$ cat config.mk
export PLATFORM = sky130hd
export DESIGN_NAME = audio_gain_path
export DESIGN_NICKNAME = d
export VERILOG_FILES = /design/src/audio_path_pkg.sv /design/src/audio_gain_path.sv /design/src/two_slot_buffer.sv
export SDC_FILE = /design/constraint.sdc
export NUM_CORES = 2
export LEC_CHECK = 0
export ABC_AREA = 1
export BUFFER_PORTS_ARGS = -buffer_cell sky130_fd_sc_hd__buf_2
export CAP_MARGIN = 15
export CORE_MARGIN = 1
export CORE_UTILIZATION = 35
export CTS_BUF_LIST = sky130_fd_sc_hd__clkbuf_2
export DETAILED_ROUTE_END_ITERATION = 8
export RECOVER_POWER = 50
export SLEW_MARGIN = 20
export SYNTH_ARGS = -nofsm -noshare
export SYNTH_HDL_FRONTEND = slang
export SYNTH_SLANG_ARGS = --single-unit
$ cat constraint.sdc
create_clock -name clk -period 39.2 [get_ports clk]
set_input_delay 1.96 -clock clk [delete_from_list [all_inputs] [get_ports clk]]
set_output_delay 1.96 -clock clk [all_outputs]
set_load 0.02 [all_outputs]
$ cat src/audio_path_pkg.sv
// constants, types and helper functions of the audio gain and filter path
package audio_path_pkg;
    localparam int SW = 16;
    localparam int ACC_W = SW + 12;
    typedef logic signed [SW-1:0] sample_t;
    typedef logic signed [ACC_W-1:0] acc_t;
    typedef struct packed {sample_t left; sample_t right;} stereo_t;
    typedef enum logic [1:0] {
        SIDE_NONE = 2'b00, SIDE_LEFT = 2'b01, SIDE_RIGHT = 2'b10, SIDE_UNUSED = 2'b11
    } side_src_t;
    // register indices as printed
    localparam logic [7:0] PLAY_GAIN_L_IDX = 8'h32;
    localparam logic [7:0] PLAY_GAIN_R_IDX = 8'h33;
    localparam logic [7:0] SILENCE_IDX = 8'h3A;
    localparam logic [7:0] UNMUTE_CFG_IDX = 8'h3B;
    localparam logic [7:0] SIDETONE_IDX = 8'h3C;
    localparam logic [7:0] REC_FILT_IDX = 8'h40;
    localparam logic [7:0] REC_GAIN_L_IDX = 8'h42;
    localparam logic [7:0] REC_GAIN_R_IDX = 8'h43;
    // field positions
    localparam int MUTE_BIT = 14;
    localparam int RAMP_BUSY_BIT = 0;
    localparam int UNMUTE_RAMP_BIT = 14;
    localparam int RAMP_SPEED_BIT = 13;
    localparam int STOPBAND_BIT = 12;
    localparam int SIDE_L_LSB = 12;
    localparam int SIDE_R_LSB = 10;
    localparam int HPF_ON_BIT = 15;
    localparam int CORNER_LSB = 8;
    localparam int INV_L_BIT = 1;
    localparam int INV_R_BIT = 0;
    localparam int CHAN_ON_BIT = 15;
    localparam int COMMIT_BIT = 8;
    // reset values
    localparam logic MUTE_RST = 1'b1;
    localparam logic HPF_ON_RST = 1'b1;
    localparam logic [7:0] GAIN_RST = 8'hC0;
    localparam logic [7:0] GAIN_UNITY = 8'hC0;
    localparam logic [7:0] REC_GAIN_MAX = 8'hEF;
    // ramp stepping relative to the sample rate
    localparam int FS_HZ = 48000;
    localparam int FAST_STEP_HZ = 24000;
    localparam int SLOW_STEP_HZ = 1500;
    localparam logic [5:0] FAST_DIV = 6'(FS_HZ / FAST_STEP_HZ);
    localparam logic [5:0] SLOW_DIV = 6'(FS_HZ / SLOW_STEP_HZ);
    // high-pass shifts for 2^-11, 2^-5, 2^-4, 2^-3
    localparam int HPF_FRAC = 11;
    localparam logic [3:0] HPF_K [4] = '{4'hB, 4'h5, 4'h4, 4'h3};
    localparam sample_t S_MAX = 16'sh7FFF;
    localparam sample_t S_MIN = 16'sh8000;
    // 2^(k/16) in Q1.15: sixteen codes of 0.375 dB make one 6 dB octave
    localparam logic [16:0] GAIN_MANT [16] = '{
        17'h08000, 17'h085AB, 17'h08B96, 17'h091C4, 17'h09838, 17'h09EF5, 17'h0A5FF,
        17'h0AD58, 17'h0B505, 17'h0BD09, 17'h0C567, 17'h0CE25, 17'h0D745, 17'h0E0CD,
        17'h0EAC1, 17'h0F525};

    function automatic sample_t sat(input logic signed [40:0] v);
        if (v > 41'(S_MAX)) return S_MAX;
        if (v < 41'(S_MIN)) return S_MIN;
        return sample_t'(v);
    endfunction : sat

    function automatic sample_t apply_gain(input sample_t x, input logic [7:0] code);
        logic signed [8:0] e;
        logic [4:0] sh;
        logic signed [40:0] p;
        e = $signed({1'b0, code}) - $signed({1'b0, GAIN_UNITY});
        sh = 5'(5'sd15 - $signed(e[8:4]));
        p = 41'(x) * 41'($signed({1'b0, GAIN_MANT[e[3:0]]}));
        if (code == 8'h00) return '0;
        return sat(p >>> sh);
    endfunction : apply_gain

    function automatic acc_t hp_next(input sample_t x, input acc_t acc, input logic [3:0] k);
        return acc + (((ACC_W'(x)) <<< HPF_FRAC) - acc >>> k);
    endfunction : hp_next

    function automatic sample_t hp_sub(input sample_t x, input acc_t acc);
        return sat(41'(x) - 41'(acc >>> HPF_FRAC));
    endfunction : hp_sub
endpackage : audio_path_pkg

$ cat src/audio_gain_path.sv
// record and playback gain, mute ramp, sidetone and high-pass path
`timescale 1ns/1ps
module audio_gain_path
    import audio_path_pkg::*;
(
    input wire logic clk,
    input wire logic rstn,
    input wire logic reg_wr,
    input wire logic reg_rd,
    input wire logic [7:0] reg_addr,
    input wire logic [15:0] reg_wdata,
    output logic [15:0] reg_rdata,
    input wire stereo_t rec_in,
    input wire logic rec_in_valid,
    output logic rec_in_ready,
    output stereo_t rec_out,
    output logic rec_out_valid,
    input wire logic rec_out_ready,
    input wire stereo_t play_in,
    input wire logic play_in_valid,
    output logic play_in_ready,
    output stereo_t play_out,
    output logic play_out_valid,
    input wire logic play_out_ready
);
    // ************************************************************
    // control registers
    // ************************************************************
    logic mute_q, unmute_ramp_q, speed_q, stopband_q, hpf_on_q;
    side_src_t side_src_q [2];
    logic [1:0] corner_q;
    logic inv_q [2], rec_on_q [2], play_on_q [2];
    logic [7:0] rec_pend_q [2], play_pend_q [2];
    logic rec_commit_q, play_commit_q, wr_gain_rec, wr_gain_play;

    assign wr_gain_rec = reg_wr && (reg_addr == REC_GAIN_L_IDX || reg_addr == REC_GAIN_R_IDX);
    assign wr_gain_play = reg_wr
        && (reg_addr == PLAY_GAIN_L_IDX || reg_addr == PLAY_GAIN_R_IDX);

    always_ff @(posedge clk) begin
        if (!rstn) begin
            mute_q <= MUTE_RST;
            unmute_ramp_q <= 1'b0;
            speed_q <= 1'b0;
            stopband_q <= 1'b0;
            side_src_q <= '{SIDE_NONE, SIDE_NONE};
            hpf_on_q <= HPF_ON_RST;
            corner_q <= 2'h0;
            inv_q <= '{1'b0, 1'b0};
            rec_on_q <= '{1'b0, 1'b0};
            play_on_q <= '{1'b0, 1'b0};
            rec_pend_q <= '{GAIN_RST, GAIN_RST};
            play_pend_q <= '{GAIN_RST, GAIN_RST};
        end else if (reg_wr) begin
            unique case (reg_addr)
                SILENCE_IDX: mute_q <= reg_wdata[MUTE_BIT];
                UNMUTE_CFG_IDX: begin
                    unmute_ramp_q <= reg_wdata[UNMUTE_RAMP_BIT];
                    speed_q <= reg_wdata[RAMP_SPEED_BIT];
                    stopband_q <= reg_wdata[STOPBAND_BIT];
                end
                SIDETONE_IDX: begin
                    side_src_q[0] <= side_src_t'(reg_wdata[SIDE_L_LSB +: 2]);
                    side_src_q[1] <= side_src_t'(reg_wdata[SIDE_R_LSB +: 2]);
                end
                REC_FILT_IDX: begin
                    hpf_on_q <= reg_wdata[HPF_ON_BIT];
                    corner_q <= reg_wdata[CORNER_LSB +: 2];
                    inv_q[0] <= reg_wdata[INV_L_BIT];
                    inv_q[1] <= reg_wdata[INV_R_BIT];
                end
                REC_GAIN_L_IDX: begin
                    rec_on_q[0] <= reg_wdata[CHAN_ON_BIT];
                    rec_pend_q[0] <= reg_wdata[7:0];
                end
                REC_GAIN_R_IDX: begin
                    rec_on_q[1] <= reg_wdata[CHAN_ON_BIT];
                    rec_pend_q[1] <= reg_wdata[7:0];
                end
                PLAY_GAIN_L_IDX: begin
                    play_on_q[0] <= reg_wdata[CHAN_ON_BIT];
                    play_pend_q[0] <= reg_wdata[7:0];
                end
                PLAY_GAIN_R_IDX: begin
                    play_on_q[1] <= reg_wdata[CHAN_ON_BIT];
                    play_pend_q[1] <= reg_wdata[7:0];
                end
                default: ;
            endcase
        end
    end

    // ************************************************************
    // gain commit: both channels move together, one cycle after the write
    // ************************************************************
    logic [7:0] rec_act_q [2];
    logic [7:0] play_act_q [2];

    always_ff @(posedge clk) begin
        if (!rstn) begin
            rec_commit_q <= 1'b0;
            play_commit_q <= 1'b0;
        end else begin
            rec_commit_q <= wr_gain_rec && reg_wdata[COMMIT_BIT];
            play_commit_q <= wr_gain_play && reg_wdata[COMMIT_BIT];
        end
    end

    always_ff @(posedge clk) begin
        if (!rstn) begin
            rec_act_q <= '{GAIN_RST, GAIN_RST};
            play_act_q <= '{GAIN_RST, GAIN_RST};
        end else begin
            for (int c = 0; c < 2; c++) begin
                if (rec_commit_q) begin
                    // out-of-range codes would scale past the documented top
                    rec_act_q[c] <= (rec_pend_q[c] > REC_GAIN_MAX) ? REC_GAIN_MAX
                        : rec_pend_q[c];
                end
                if (play_commit_q) begin
                    play_act_q[c] <= play_pend_q[c];
                end
            end
        end
    end

    // ************************************************************
    // playback mute ramp, stepped by accepted playback samples
    // ************************************************************
    logic [7:0] play_cur_q [2];
    logic [4:0] ramp_cnt_q;
    logic ramp_tick;
    logic play_push;
    logic [5:0] ramp_div;
    logic [7:0] ramp_tgt [2];

    assign ramp_div = speed_q ? SLOW_DIV : FAST_DIV;
    assign ramp_tick = play_push && ({1'b0, ramp_cnt_q} == ramp_div - 6'h01);
    assign ramp_tgt[0] = mute_q ? 8'h00 : play_act_q[0];
    assign ramp_tgt[1] = mute_q ? 8'h00 : play_act_q[1];

    always_ff @(posedge clk) begin
        if (!rstn) begin
            ramp_cnt_q <= 5'h00;
        end else if (play_push) begin
            ramp_cnt_q <= ramp_tick ? 5'h00 : ramp_cnt_q + 5'h01;
        end
    end

    // mute always fades down; the unmute mode decides how it comes back
    always_ff @(posedge clk) begin
        if (!rstn) begin
            play_cur_q <= '{8'h00, 8'h00};
        end else begin
            for (int c = 0; c < 2; c++) begin
                if (!mute_q && !unmute_ramp_q) begin
                    play_cur_q[c] <= play_act_q[c];
                end else if (ramp_tick && play_cur_q[c] < ramp_tgt[c]) begin
                    play_cur_q[c] <= play_cur_q[c] + 8'h01;
                end else if (ramp_tick && play_cur_q[c] > ramp_tgt[c]) begin
                    play_cur_q[c] <= play_cur_q[c] - 8'h01;
                end
            end
        end
    end

    // ************************************************************
    // record path: high-pass, invert, gain, enable
    // ************************************************************
    acc_t acc1_q [2], acc2_q [2], acc1_d [2], acc2_d [2];
    sample_t rx [2], hp1 [2], hp_out [2], inv_out [2], rec_res [2], rec_last_q [2];
    logic rec_push;
    logic [3:0] hp_k;

    assign rx[0] = rec_in.left;
    assign rx[1] = rec_in.right;
    assign hp_k = HPF_K[corner_q];
    assign rec_push = rec_in_valid && rec_in_ready;

    always_comb begin
        for (int c = 0; c < 2; c++) begin
            acc1_d[c] = hp_next(rx[c], acc1_q[c], hp_k);
            hp1[c] = hp_sub(rx[c], acc1_q[c]);
            acc2_d[c] = acc2_q[c];
            hp_out[c] = hp1[c];
            if (corner_q != 2'h0) begin
                acc2_d[c] = hp_next(hp1[c], acc2_q[c], hp_k);
                hp_out[c] = hp_sub(hp1[c], acc2_q[c]);
            end
            if (!hpf_on_q) begin
                hp_out[c] = rx[c];
            end
            inv_out[c] = inv_q[c] ? sat(-41'(hp_out[c])) : hp_out[c];
            rec_res[c] = rec_on_q[c] ? apply_gain(inv_out[c], rec_act_q[c]) : '0;
        end
    end

    // filter state freezes while bypassed so re-enabling resumes smoothly
    always_ff @(posedge clk) begin
        if (!rstn) begin
            acc1_q <= '{'0, '0};
            acc2_q <= '{'0, '0};
            rec_last_q <= '{'0, '0};
        end else if (rec_push) begin
            rec_last_q <= rec_res;
            if (hpf_on_q) begin
                acc1_q <= acc1_d;
                acc2_q <= acc2_d;
            end
        end
    end

    two_slot_buffer #(.W(2 * SW)) rec_buf (
        .clk(clk),
        .rstn(rstn),
        .in_valid(rec_in_valid),
        .in_ready(rec_in_ready),
        .in_data({rec_res[0], rec_res[1]}),
        .out_valid(rec_out_valid),
        .out_ready(rec_out_ready),
        .out_data(rec_out)
    );

    // ************************************************************
    // playback path: sidetone mix, stopband shape, gain
    // ************************************************************
    sample_t px [2], side [2], mix [2], shaped [2], play_res [2], prev_q [2];

    assign px[0] = play_in.left;
    assign px[1] = play_in.right;
    assign play_push = play_in_valid && play_in_ready;

    always_comb begin
        for (int c = 0; c < 2; c++) begin
            unique case (side_src_q[c])
                SIDE_LEFT: side[c] = rec_last_q[0];
                SIDE_RIGHT: side[c] = rec_last_q[1];
                default: side[c] = '0;
            endcase
            mix[c] = sat(41'(px[c]) + 41'(side[c]));
            // sloping stopband: a two-tap average deepens the top octave
            shaped[c] = stopband_q ? sat((41'(mix[c]) + 41'(prev_q[c])) >>> 1)
                : mix[c];
            play_res[c] = play_on_q[c] ? apply_gain(shaped[c], play_cur_q[c]) : '0;
        end
    end

    always_ff @(posedge clk) begin
        if (!rstn) begin
            prev_q <= '{'0, '0};
        end else if (play_push) begin
            prev_q <= mix;
        end
    end

    two_slot_buffer #(.W(2 * SW)) play_buf (
        .clk(clk),
        .rstn(rstn),
        .in_valid(play_in_valid),
        .in_ready(play_in_ready),
        .in_data({play_res[0], play_res[1]}),
        .out_valid(play_out_valid),
        .out_ready(play_out_ready),
        .out_data(play_out)
    );

    // ************************************************************
    // read back; commit bits read as zero, bit 0 of the mute word is ramp busy
    // ************************************************************
    always_ff @(posedge clk) begin
        if (!rstn) begin
            reg_rdata <= 16'h0000;
        end else if (reg_rd) begin
            reg_rdata <= 16'h0000;
            unique case (reg_addr)
                SILENCE_IDX: begin
                    reg_rdata[MUTE_BIT] <= mute_q;
                    reg_rdata[RAMP_BUSY_BIT] <= (play_cur_q[0] != ramp_tgt[0])
                        || (play_cur_q[1] != ramp_tgt[1]);
                end
                UNMUTE_CFG_IDX: begin
                    reg_rdata[UNMUTE_RAMP_BIT] <= unmute_ramp_q;
                    reg_rdata[RAMP_SPEED_BIT] <= speed_q;
                    reg_rdata[STOPBAND_BIT] <= stopband_q;
                end
                SIDETONE_IDX: begin
                    reg_rdata[SIDE_L_LSB +: 2] <= side_src_q[0];
                    reg_rdata[SIDE_R_LSB +: 2] <= side_src_q[1];
                end
                REC_FILT_IDX: begin
                    reg_rdata[HPF_ON_BIT] <= hpf_on_q;
                    reg_rdata[CORNER_LSB +: 2] <= corner_q;
                    reg_rdata[INV_L_BIT] <= inv_q[0];
                    reg_rdata[INV_R_BIT] <= inv_q[1];
                end
                REC_GAIN_L_IDX: reg_rdata <= {rec_on_q[0], 7'h00, rec_pend_q[0]};
                REC_GAIN_R_IDX: reg_rdata <= {rec_on_q[1], 7'h00, rec_pend_q[1]};
                PLAY_GAIN_L_IDX: reg_rdata <= {play_on_q[0], 7'h00, play_pend_q[0]};
                PLAY_GAIN_R_IDX: reg_rdata <= {play_on_q[1], 7'h00, play_pend_q[1]};
                default: ;
            endcase
        end
    end

    // ************************************************************
    // checks
    // ************************************************************
    a_mute_after_reset: assert property (
        @(posedge clk) disable iff (!rstn) $rose(rstn) |-> mute_q && play_cur_q[0] == 8'h00)
        else $error("playback not muted after reset");
    a_jump_unmute: assert property (
        @(posedge clk) disable iff (!rstn)
        (!mute_q && !unmute_ramp_q) |=> play_cur_q[0] == $past(play_act_q[0]))
        else $error("immediate unmute did not reach gain");
    a_ramp_single_step: assert property (
        @(posedge clk) disable iff (!rstn) (mute_q || unmute_ramp_q) |=>
        (play_cur_q[1] == $past(play_cur_q[1]) || play_cur_q[1] == $past(play_cur_q[1]) + 8'h01
        || play_cur_q[1] == $past(play_cur_q[1]) - 8'h01))
        else $error("ramp moved more than one step");
    a_ramp_only_tick: assert property (
        @(posedge clk) disable iff (!rstn)
        ((mute_q || unmute_ramp_q) && !ramp_tick) |=> $stable(play_cur_q[0]))
        else $error("ramp moved off its tick");
    a_sidetone_none: assert property (
        @(posedge clk) disable iff (!rstn)
        (play_push && side_src_q[0] == SIDE_NONE) |-> mix[0] == play_in.left)
        else $error("sidetone mixed while off");
    a_hpf_bypass: assert property (
        @(posedge clk) disable iff (!rstn) (rec_push && !hpf_on_q) |-> hp_out[1] == rec_in.right)
        else $error("high-pass not bypassed");
    a_rec_disabled: assert property (
        @(posedge clk) disable iff (!rstn) (rec_push && !rec_on_q[0]) |=> rec_last_q[0] == '0)
        else $error("disabled record channel produced data");
    a_rec_commit: assert property (
        @(posedge clk) disable iff (!rstn) (wr_gain_rec && reg_wdata[COMMIT_BIT]) |=> ##1
        (rec_act_q[0] <= REC_GAIN_MAX && rec_act_q[1] <= REC_GAIN_MAX))
        else $error("record commit out of range");
    a_rec_hold: assert property (
        @(posedge clk) disable iff (!rstn) !rec_commit_q |=> $stable(rec_act_q[0]))
        else $error("record gain moved without commit");
    a_play_hold: assert property (
        @(posedge clk) disable iff (!rstn) !play_commit_q |=> $stable(play_act_q[1]))
        else $error("playback gain moved without commit");
endmodule : audio_gain_path

$ cat src/two_slot_buffer.sv
// two-entry buffer with valid and ready on both sides, all outputs registered
`timescale 1ns/1ps
module two_slot_buffer #(
    parameter int W = 32
) (
    input wire logic clk,
    input wire logic rstn,
    input wire logic in_valid,
    output logic in_ready,
    input wire logic [W-1:0] in_data,
    output logic out_valid,
    input wire logic out_ready,
    output logic [W-1:0] out_data
);
    logic skid_v_q;
    logic [W-1:0] skid_q;
    logic push;
    logic drain;
    assign push = in_valid && in_ready;
    assign drain = out_ready || !out_valid;

    // in_ready is its own flop so the source sees a registered stall
    always_ff @(posedge clk) begin
        if (!rstn) begin
            out_valid <= 1'b0;
            out_data <= '0;
            skid_v_q <= 1'b0;
            skid_q <= '0;
            in_ready <= 1'b1;
        end else if (drain) begin
            if (skid_v_q) begin
                out_data <= skid_q;
                out_valid <= 1'b1;
                skid_v_q <= 1'b0;
                in_ready <= 1'b1;
            end else begin
                out_valid <= push;
                if (push) begin
                    out_data <= in_data;
                end
            end
        end else if (push) begin
            skid_q <= in_data;
            skid_v_q <= 1'b1;
            in_ready <= 1'b0;
        end
    end
endmodule : two_slot_buffer

; Word-level counts from Yosys, hierarchy flattened
; Memories as Yosys holds them, arrays and structs flattened.
; Index checks and enable logic that the tools add are counted.
[totals]
out_inout_bits = 84
n_memories = 4
inputBits = 96
ff_bits = 430
mem_bits_rw = 0
latch_bits = 0
mem_bits_ro = 1088
[op_classes]
n_bitwise = 8
n_addsub = 32
mul = 4
n_eq_ne = 17
reduce_logical = 50
mux = 179
order_cmp = 39
div_mod_pow = 0
n_shift = 8
[mem_list]
columns = name, words, width, rd, rd_ports_with_merged_regs, wr, line_no
row1 = (name not given), 16, 17, 1, 0, 0, audio_path_pkg.sv:69  ; p = 41'(x) * 41'($signed({1'b0, GAIN_MANT[e[3:0]]}));
row2 = (name not given), 16, 17, 1, 0, 0, audio_path_pkg.sv:69
row3 = (name not given), 16, 17, 1, 0, 0, audio_path_pkg.sv:69
row4 = (name not given), 16, 17, 1, 0, 0, audio_path_pkg.sv:69
[ops]
columns = cell, count
row1 = $mux W16, 76
row2 = $gt A41 B16 Y1 const B, 6
row3 = $lt A41 B16 Y1 const B, 6
row4 = $sshr A34 B5 Y41, 4
row5 = $mul A16 B18 Y34, 4
row6 = $mux W17, 8
row7 = $mux W32, 4
row8 = $add A28 B28 Y28, 4
row9 = $sshr A28 B4 Y28, 4
row10 = $sub A27 B28 Y28, 4
row11 = $neg A16 Y41, 2
row12 = $mux W8, 10
row13 = $gt A18 B16 Y1 const B, 4
row14 = $lt A18 B16 Y1 const B, 4
row15 = $sub A16 B17 Y18, 4
row16 = $add A16 B16 Y17, 4
row17 = $mux W1, 66
row18 = $pmux W16 S2, 2
row19 = $eq A8 B6 Y1 const B, 5
row20 = $sub A8 B8 Y9 const B, 4
row21 = $gt A17 B16 Y1 const B, 2
row22 = $lt A17 B16 Y1 const B, 2
row23 = $gt A16 B16 Y1 const B, 2
row24 = $logic_not A8 Y1, 4
row25 = other kinds (38), 102

; Depth between registers and ports, before layout
[depth]
depth_word = 36
depth_mapped = 103

; By module
; Synthesis repeated with hierarchy kept, for this count alone.
[hier_totals]
hier_cells = 12353
hier_area_um2 = 81227.9
[modules_own_cells]
columns = module, area_each_um2, cells_each, n_inst
row1 = audio_gain_path, 75059.5, 11371, 1
row2 = two_slot_buffer, 3084.2, 491, 2

; Least setup slack after synthesis
; No wires, ideal clock.
[synth_timing]
kind = input-to-reg
startpoint = input rec_in[16] in the netlist's numbering
endpoint = register rec_buf.out_data[18]
path_buffers = 5
path_stages = 85
setup_slack_ns = 24.313
setup_time_ns = 0.070
t_arrival_ns = 14.817
cell_sequence = inv_1 -> ha_1 -> inv_1 -> fa_1 -> nand2_1 -> nand2_1 -> nand2_1 -> nand2_1 -> nand2_1 -> nand2_1 -> nand2_1 -> nand2_2 -> o21ai_4 -> buf_6 -> clkbuf_1 -> nand2_1 -> ha_1 -> nand2_1 -> [... 49 more ...] -> nand3_1 -> nand3_1 -> and2_1 -> o21a_1 -> nand2_1 -> nand2_1 -> nand2_1 -> nand2_1 -> nor2_1 -> nand2_1 -> nor2_1 -> nand2_1 -> a21oi_4 -> buf_6 -> nand2_2 -> nand2_1 -> nand2_1 -> a21oi_2
[synth_via]
elab_chain_cells = 34
word_cells_on_any_way = 48
[synth_lines]
columns = element, line_no
row1 = "start, declared", audio_gain_path.sv:13  ; input wire stereo_t rec_in,
row2 = $sub A16 B17 Y18, audio_path_pkg.sv:79  ; return sat(41'(x) - 41'(acc >>> HPF_FRAC));
row3 = $lt A18 B16 Y1, audio_path_pkg.sv:59  ; if (v < 41'(S_MIN)) return S_MIN;
row4 = $mux W1 (2 in series), audio_path_pkg.sv:59
row5 = $mux W16, audio_path_pkg.sv:60  ; return sample_t'(v);
row6 = $mux W16, audio_path_pkg.sv:59
row7 = $sub A16 B17 Y18, audio_path_pkg.sv:79
row8 = $lt A18 B16 Y1, audio_path_pkg.sv:59
row9 = $mux W1 (2 in series), audio_path_pkg.sv:59
row10 = [... 15 more ...], -
row11 = $mux W1 (2 in series), audio_path_pkg.sv:59
row12 = $mux W1, audio_path_pkg.sv:71  ; return sat(p >>> sh);
row13 = $mux W16, audio_path_pkg.sv:60
row14 = $mux W16 *, audio_path_pkg.sv:59
row15 = $mux W16 *, audio_path_pkg.sv:71
row16 = $mux W16 *, audio_gain_path.sv:194  ; rec_res[c] = rec_on_q[c] ? apply_gain(inv_out[c], rec_act_q[c]) : '0;
row17 = $mux W32 *, two_slot_buffer.sv:38  ; if (push) begin
row18 = $mux W32 *, two_slot_buffer.sv:31  ; if (skid_v_q) begin
row19 = "end signal, assigned", two_slot_buffer.sv:32  ; out_data <= skid_q;
row20 = "end signal, assigned", two_slot_buffer.sv:39  ; out_data <= in_data;
row21 = "end, declared", two_slot_buffer.sv:13  ; output logic [W-1:0] out_data
; Every way passes the cells marked *; elsewhere a longest branch is shown, timed or not. The select of a mux whose other input is x is not followed.
; A chain may end at the register's enable or synchronous reset.

; Worst setup path after layout
[layout_timing]
startpoint = register side_src_q[3] in the netlist's numbering
endpoint = register play_buf.out_data[21]
[layout_via]
elab_chain_cells = 27
word_cells_on_any_way = 38
[layout_lines]
columns = element, line_no
row1 = "start, declared", audio_gain_path.sv:30  ; side_src_t side_src_q [2];
row2 = "start signal, assigned", audio_gain_path.sv:46  ; side_src_q <= '{SIDE_NONE, SIDE_NONE};
row3 = $eq A2 B2 Y1 or $eq A2 B1 Y1 (tied branches), audio_gain_path.sv:235  ; unique case (side_src_q[c])
row4 = $pmux W16 S2 *, audio_gain_path.sv:235
row5 = $add A16 B16 Y17 *, audio_gain_path.sv:240  ; mix[c] = sat(41'(px[c]) + 41'(side[c]));
row6 = $lt A17 B16 Y1, audio_path_pkg.sv:59
row7 = $mux W1 (2 in series), audio_path_pkg.sv:59
row8 = $mux W16, audio_path_pkg.sv:60
row9 = $mux W16 *, audio_path_pkg.sv:59
row10 = $add A16 B16 Y17, audio_gain_path.sv:242  ; shaped[c] = stopband_q ? sat((41'(mix[c]) + 41'(prev_q[c])) >>> 1)
row11 = [... 9 more ...], -
row12 = $mux W1 (2 in series), audio_path_pkg.sv:59
row13 = $mux W1, audio_path_pkg.sv:71
row14 = $mux W16, audio_path_pkg.sv:60
row15 = $mux W16 *, audio_path_pkg.sv:59
row16 = $mux W16 *, audio_path_pkg.sv:71
row17 = $mux W16 *, audio_gain_path.sv:244  ; play_res[c] = play_on_q[c] ? apply_gain(shaped[c], play_cur_q[c]) : '0;
row18 = $mux W32 *, two_slot_buffer.sv:38
row19 = $mux W32 *, two_slot_buffer.sv:31
row20 = "end signal, assigned", two_slot_buffer.sv:32
row21 = "end signal, assigned", two_slot_buffer.sv:39
row22 = "end, declared", two_slot_buffer.sv:13
; Marked as above.

==> results.toml <==
[global_route]
grt_max_degree = 92
grt_overflow = 0
grt_pass1_wl_um = 416000
antenna_found_initial = 11
first_global_vias = 74000
track_usage_pct = 22.7

[floorplan]
start_util_pct = 35.2
dieArea_sq_um = 231000
io_pins = 180
die_y_um = 481
die_w_um = 481
core_sq_um = 228000
row_count = 175

[synth]
synth_edf_count = 0
synth-seq-cells = 430
yosysUniqueCellTypes = 66
syn_area_sq_um = 80300
yosys_warnings = 0
yosys-top-cells-area = "fa_1, nand2_1, ha_1, dfxtp_1, inv_1"
async_flop_share_pct = 0
avgSynthCellArea_sq_um = 6.64
synth_top_area_cell = "fa_1"
syn-num-nets = 13800
synth.top_cell.area_share_pct = 19.8
yosysSeqAreaShare_pct = 10.7
synthCells = 12100
ys_dominant_reg_cell = "dfxtp_1"

[cells_and_area]
area_growth_pct = 6.00
layout.nets = 13800
drive_gt1_share_pct = 5.57

[place]
dp_hpwl_um = 212000
routabilityCongestion = 0.951
port_buffers = 179

[setup_path]
arrival_ns = 18.31
crit_fanout = 16
end_kind = "flip-flop"
critPathRequiredTime_ns = 40.66
crit_type = "reg -> reg"
crit_top_cell = "nand2_1"
critPathSlowestCell = "a21oi_1"
critPathLaunchType = "flip-flop"
critPathMaxStageDelay_ns = 0.65

[sta]
max_freq_ghz = 0.0593
layout_min_cycle_time_ns = 16.85
setup_viol = 0
skew_ns = 0.138
worst_slew_pin_slew_ns = 4.42
finalHoldViolCount = 0
slew-limit-headroom_pct = -195
fin_crit_sh_pct = 43.0
rsz0062_at_grt = "no"
tns_ns = 0
slew_violations = 448

[cts]
clkSlewWorstSetupHoldPaths_ns = 0.10
cts_tree = "done"
holdBufCountCts = 0
cts_buffers = 142
clock_latency_ns = 1.73
clock_sinks = 430
post-cts-setup-buffers = 0
cts_root_buf = "clkbuf_2"
postCtsResizedCells = 0
htree_levels = 4
cts.path.max_buffers = 3

[detailed_routing]
drcViolationCount = 0
drt-total-wl_um = 262000
wl_per_cell_um = 17.3
firstDrtPassIters = 8
route.vias.total = 76300
drtIter0Drc = 5238
viasPerCell = 5.03
ant_nets = 0

[worst_hold_path]
min_path_type = "reg -> reg"

[outcome]
status = "finished with violations"
failed_checks = "max-capacitance violations, max-slew violations"

[job]
maxCapViolations = 7
-- through the flow --
step	setup slack (ns)	instance area, sq um	util [%]	std cells	hold slack (ns)
after global placement	21.54	83900	36.8	14900	0.453
after detailed placement	21.35	83900	36.8	14900	0.457
after floorplan	24.31	80300	-	12100	0.439
final	22.35	85100	37.4	15200	0.470
after global routing	20.88	85100	37.4	15200	0.332
after CTS	22.48	85200	37.4	15200	0.225
-- flip-flops by register name, summed over array words and instances, names as in the netlist, 32 cells and up --
signal and count:
acc1_q 56, play_buf.skid_q 32, rec_buf.out_data 32, play_buf.out_data 32, prev_q 32, acc2_q 56, rec_last_q 32, rec_buf.skid_q 32
-- cells by family after synthesis --
logic type	share of synthesized area [%]
AO/OA/AOI/OAI	15.1
flip-flops	10.7
multiplexers	0.524
buffers and inverters	12.0
AND/OR/NAND/NOR	25.0
XOR/XNOR	4.29
adder cells (fa/ha/maj)	32.4
-- path summary, 6_finish.rpt --
path	from	endpoint	slack (ns)	depth (start not counted)
hold / removal	play_buf.out_data[7]	play_buf.out_data[7]	0.47	2
setup reg to reg	side_src_q[3]	play_buf.out_data[21]	22.35	83
setup / recovery	side_src_q[3]	play_buf.out_data[21]	22.35	83
hold reg to reg	play_buf.out_data[7]	play_buf.out_data[7]	0.47	2
-- routing by layer --
metal | part of all wire [%] | global-route usage (%) | routed length, um
met2 | 46 | 37.3 | 120000
met1 | 46 | 30.5 | 119000
met5 | 0.021 | 0 | 54
met4 | 3.0 | 6.83 | 7750
met3 | 5.6 | 3.29 | 14700
-- cells in the final DEF, fill, tap and decap left out, types with 98 or more instances in the layout --
master,count
a21oi_1,823
nand3_1,529
inv_1,1970
nor2_1,1094
fa_1,794
dfxtp_1,427
ha_1,805
clkbuf_2,192
o21ai_0,931
buf_4,98
xor2_1,305
nand2_1,2938
-- Yosys cell counts (46+ instances only) --
cell type / instances
nand2_1: 2938
nand4_1: 46
fa_1: 794
buf_1: 63
clkbuf_1: 330
a31oi_1: 64
nor3_1: 61
o21ai_0: 938
a21oi_1: 823
o211ai_1: 82
xnor2_1: 88
ha_1: 807
buf_2: 51
dfxtp_1: 430
xor2_1: 305
nand2_2: 69
nor2_1: 1098
nand3_1: 529
inv_1: 1975
-- area by class of cell --
| type | count | area, sq um |
|---|---|---|
| inverters | 2053 | 7710 |
| well taps | 3009 | 3760 |
| repair buffers | 283 | 1550 |
| clock inverters | 58 | 345 |
| fillers | 25000 | 143000 |
| flip-flops and latches | 430 | 8610 |
| diodes | 14 | 35.0 |
| multi-input cells | 9146 | 62100 |
| clock buffers | 192 | 961 |
-- critical path, delay by kind of cell (launching register included) --
kind / cells / cell delay (ns)
AOI/OAI and AO/OA: 27 / 5.51
xor gates and xnor gates: 1 / 0.62
adders and majority gates: 10 / 4.89
buffers and inverters: 11 / 1.08
DFF: 1 / 0.35
and+or+nand+nor: 34 / 4.16
Power is not shown: default switching activity piles up to over one toggle a cycle in this logic, so the estimate is an artifact.
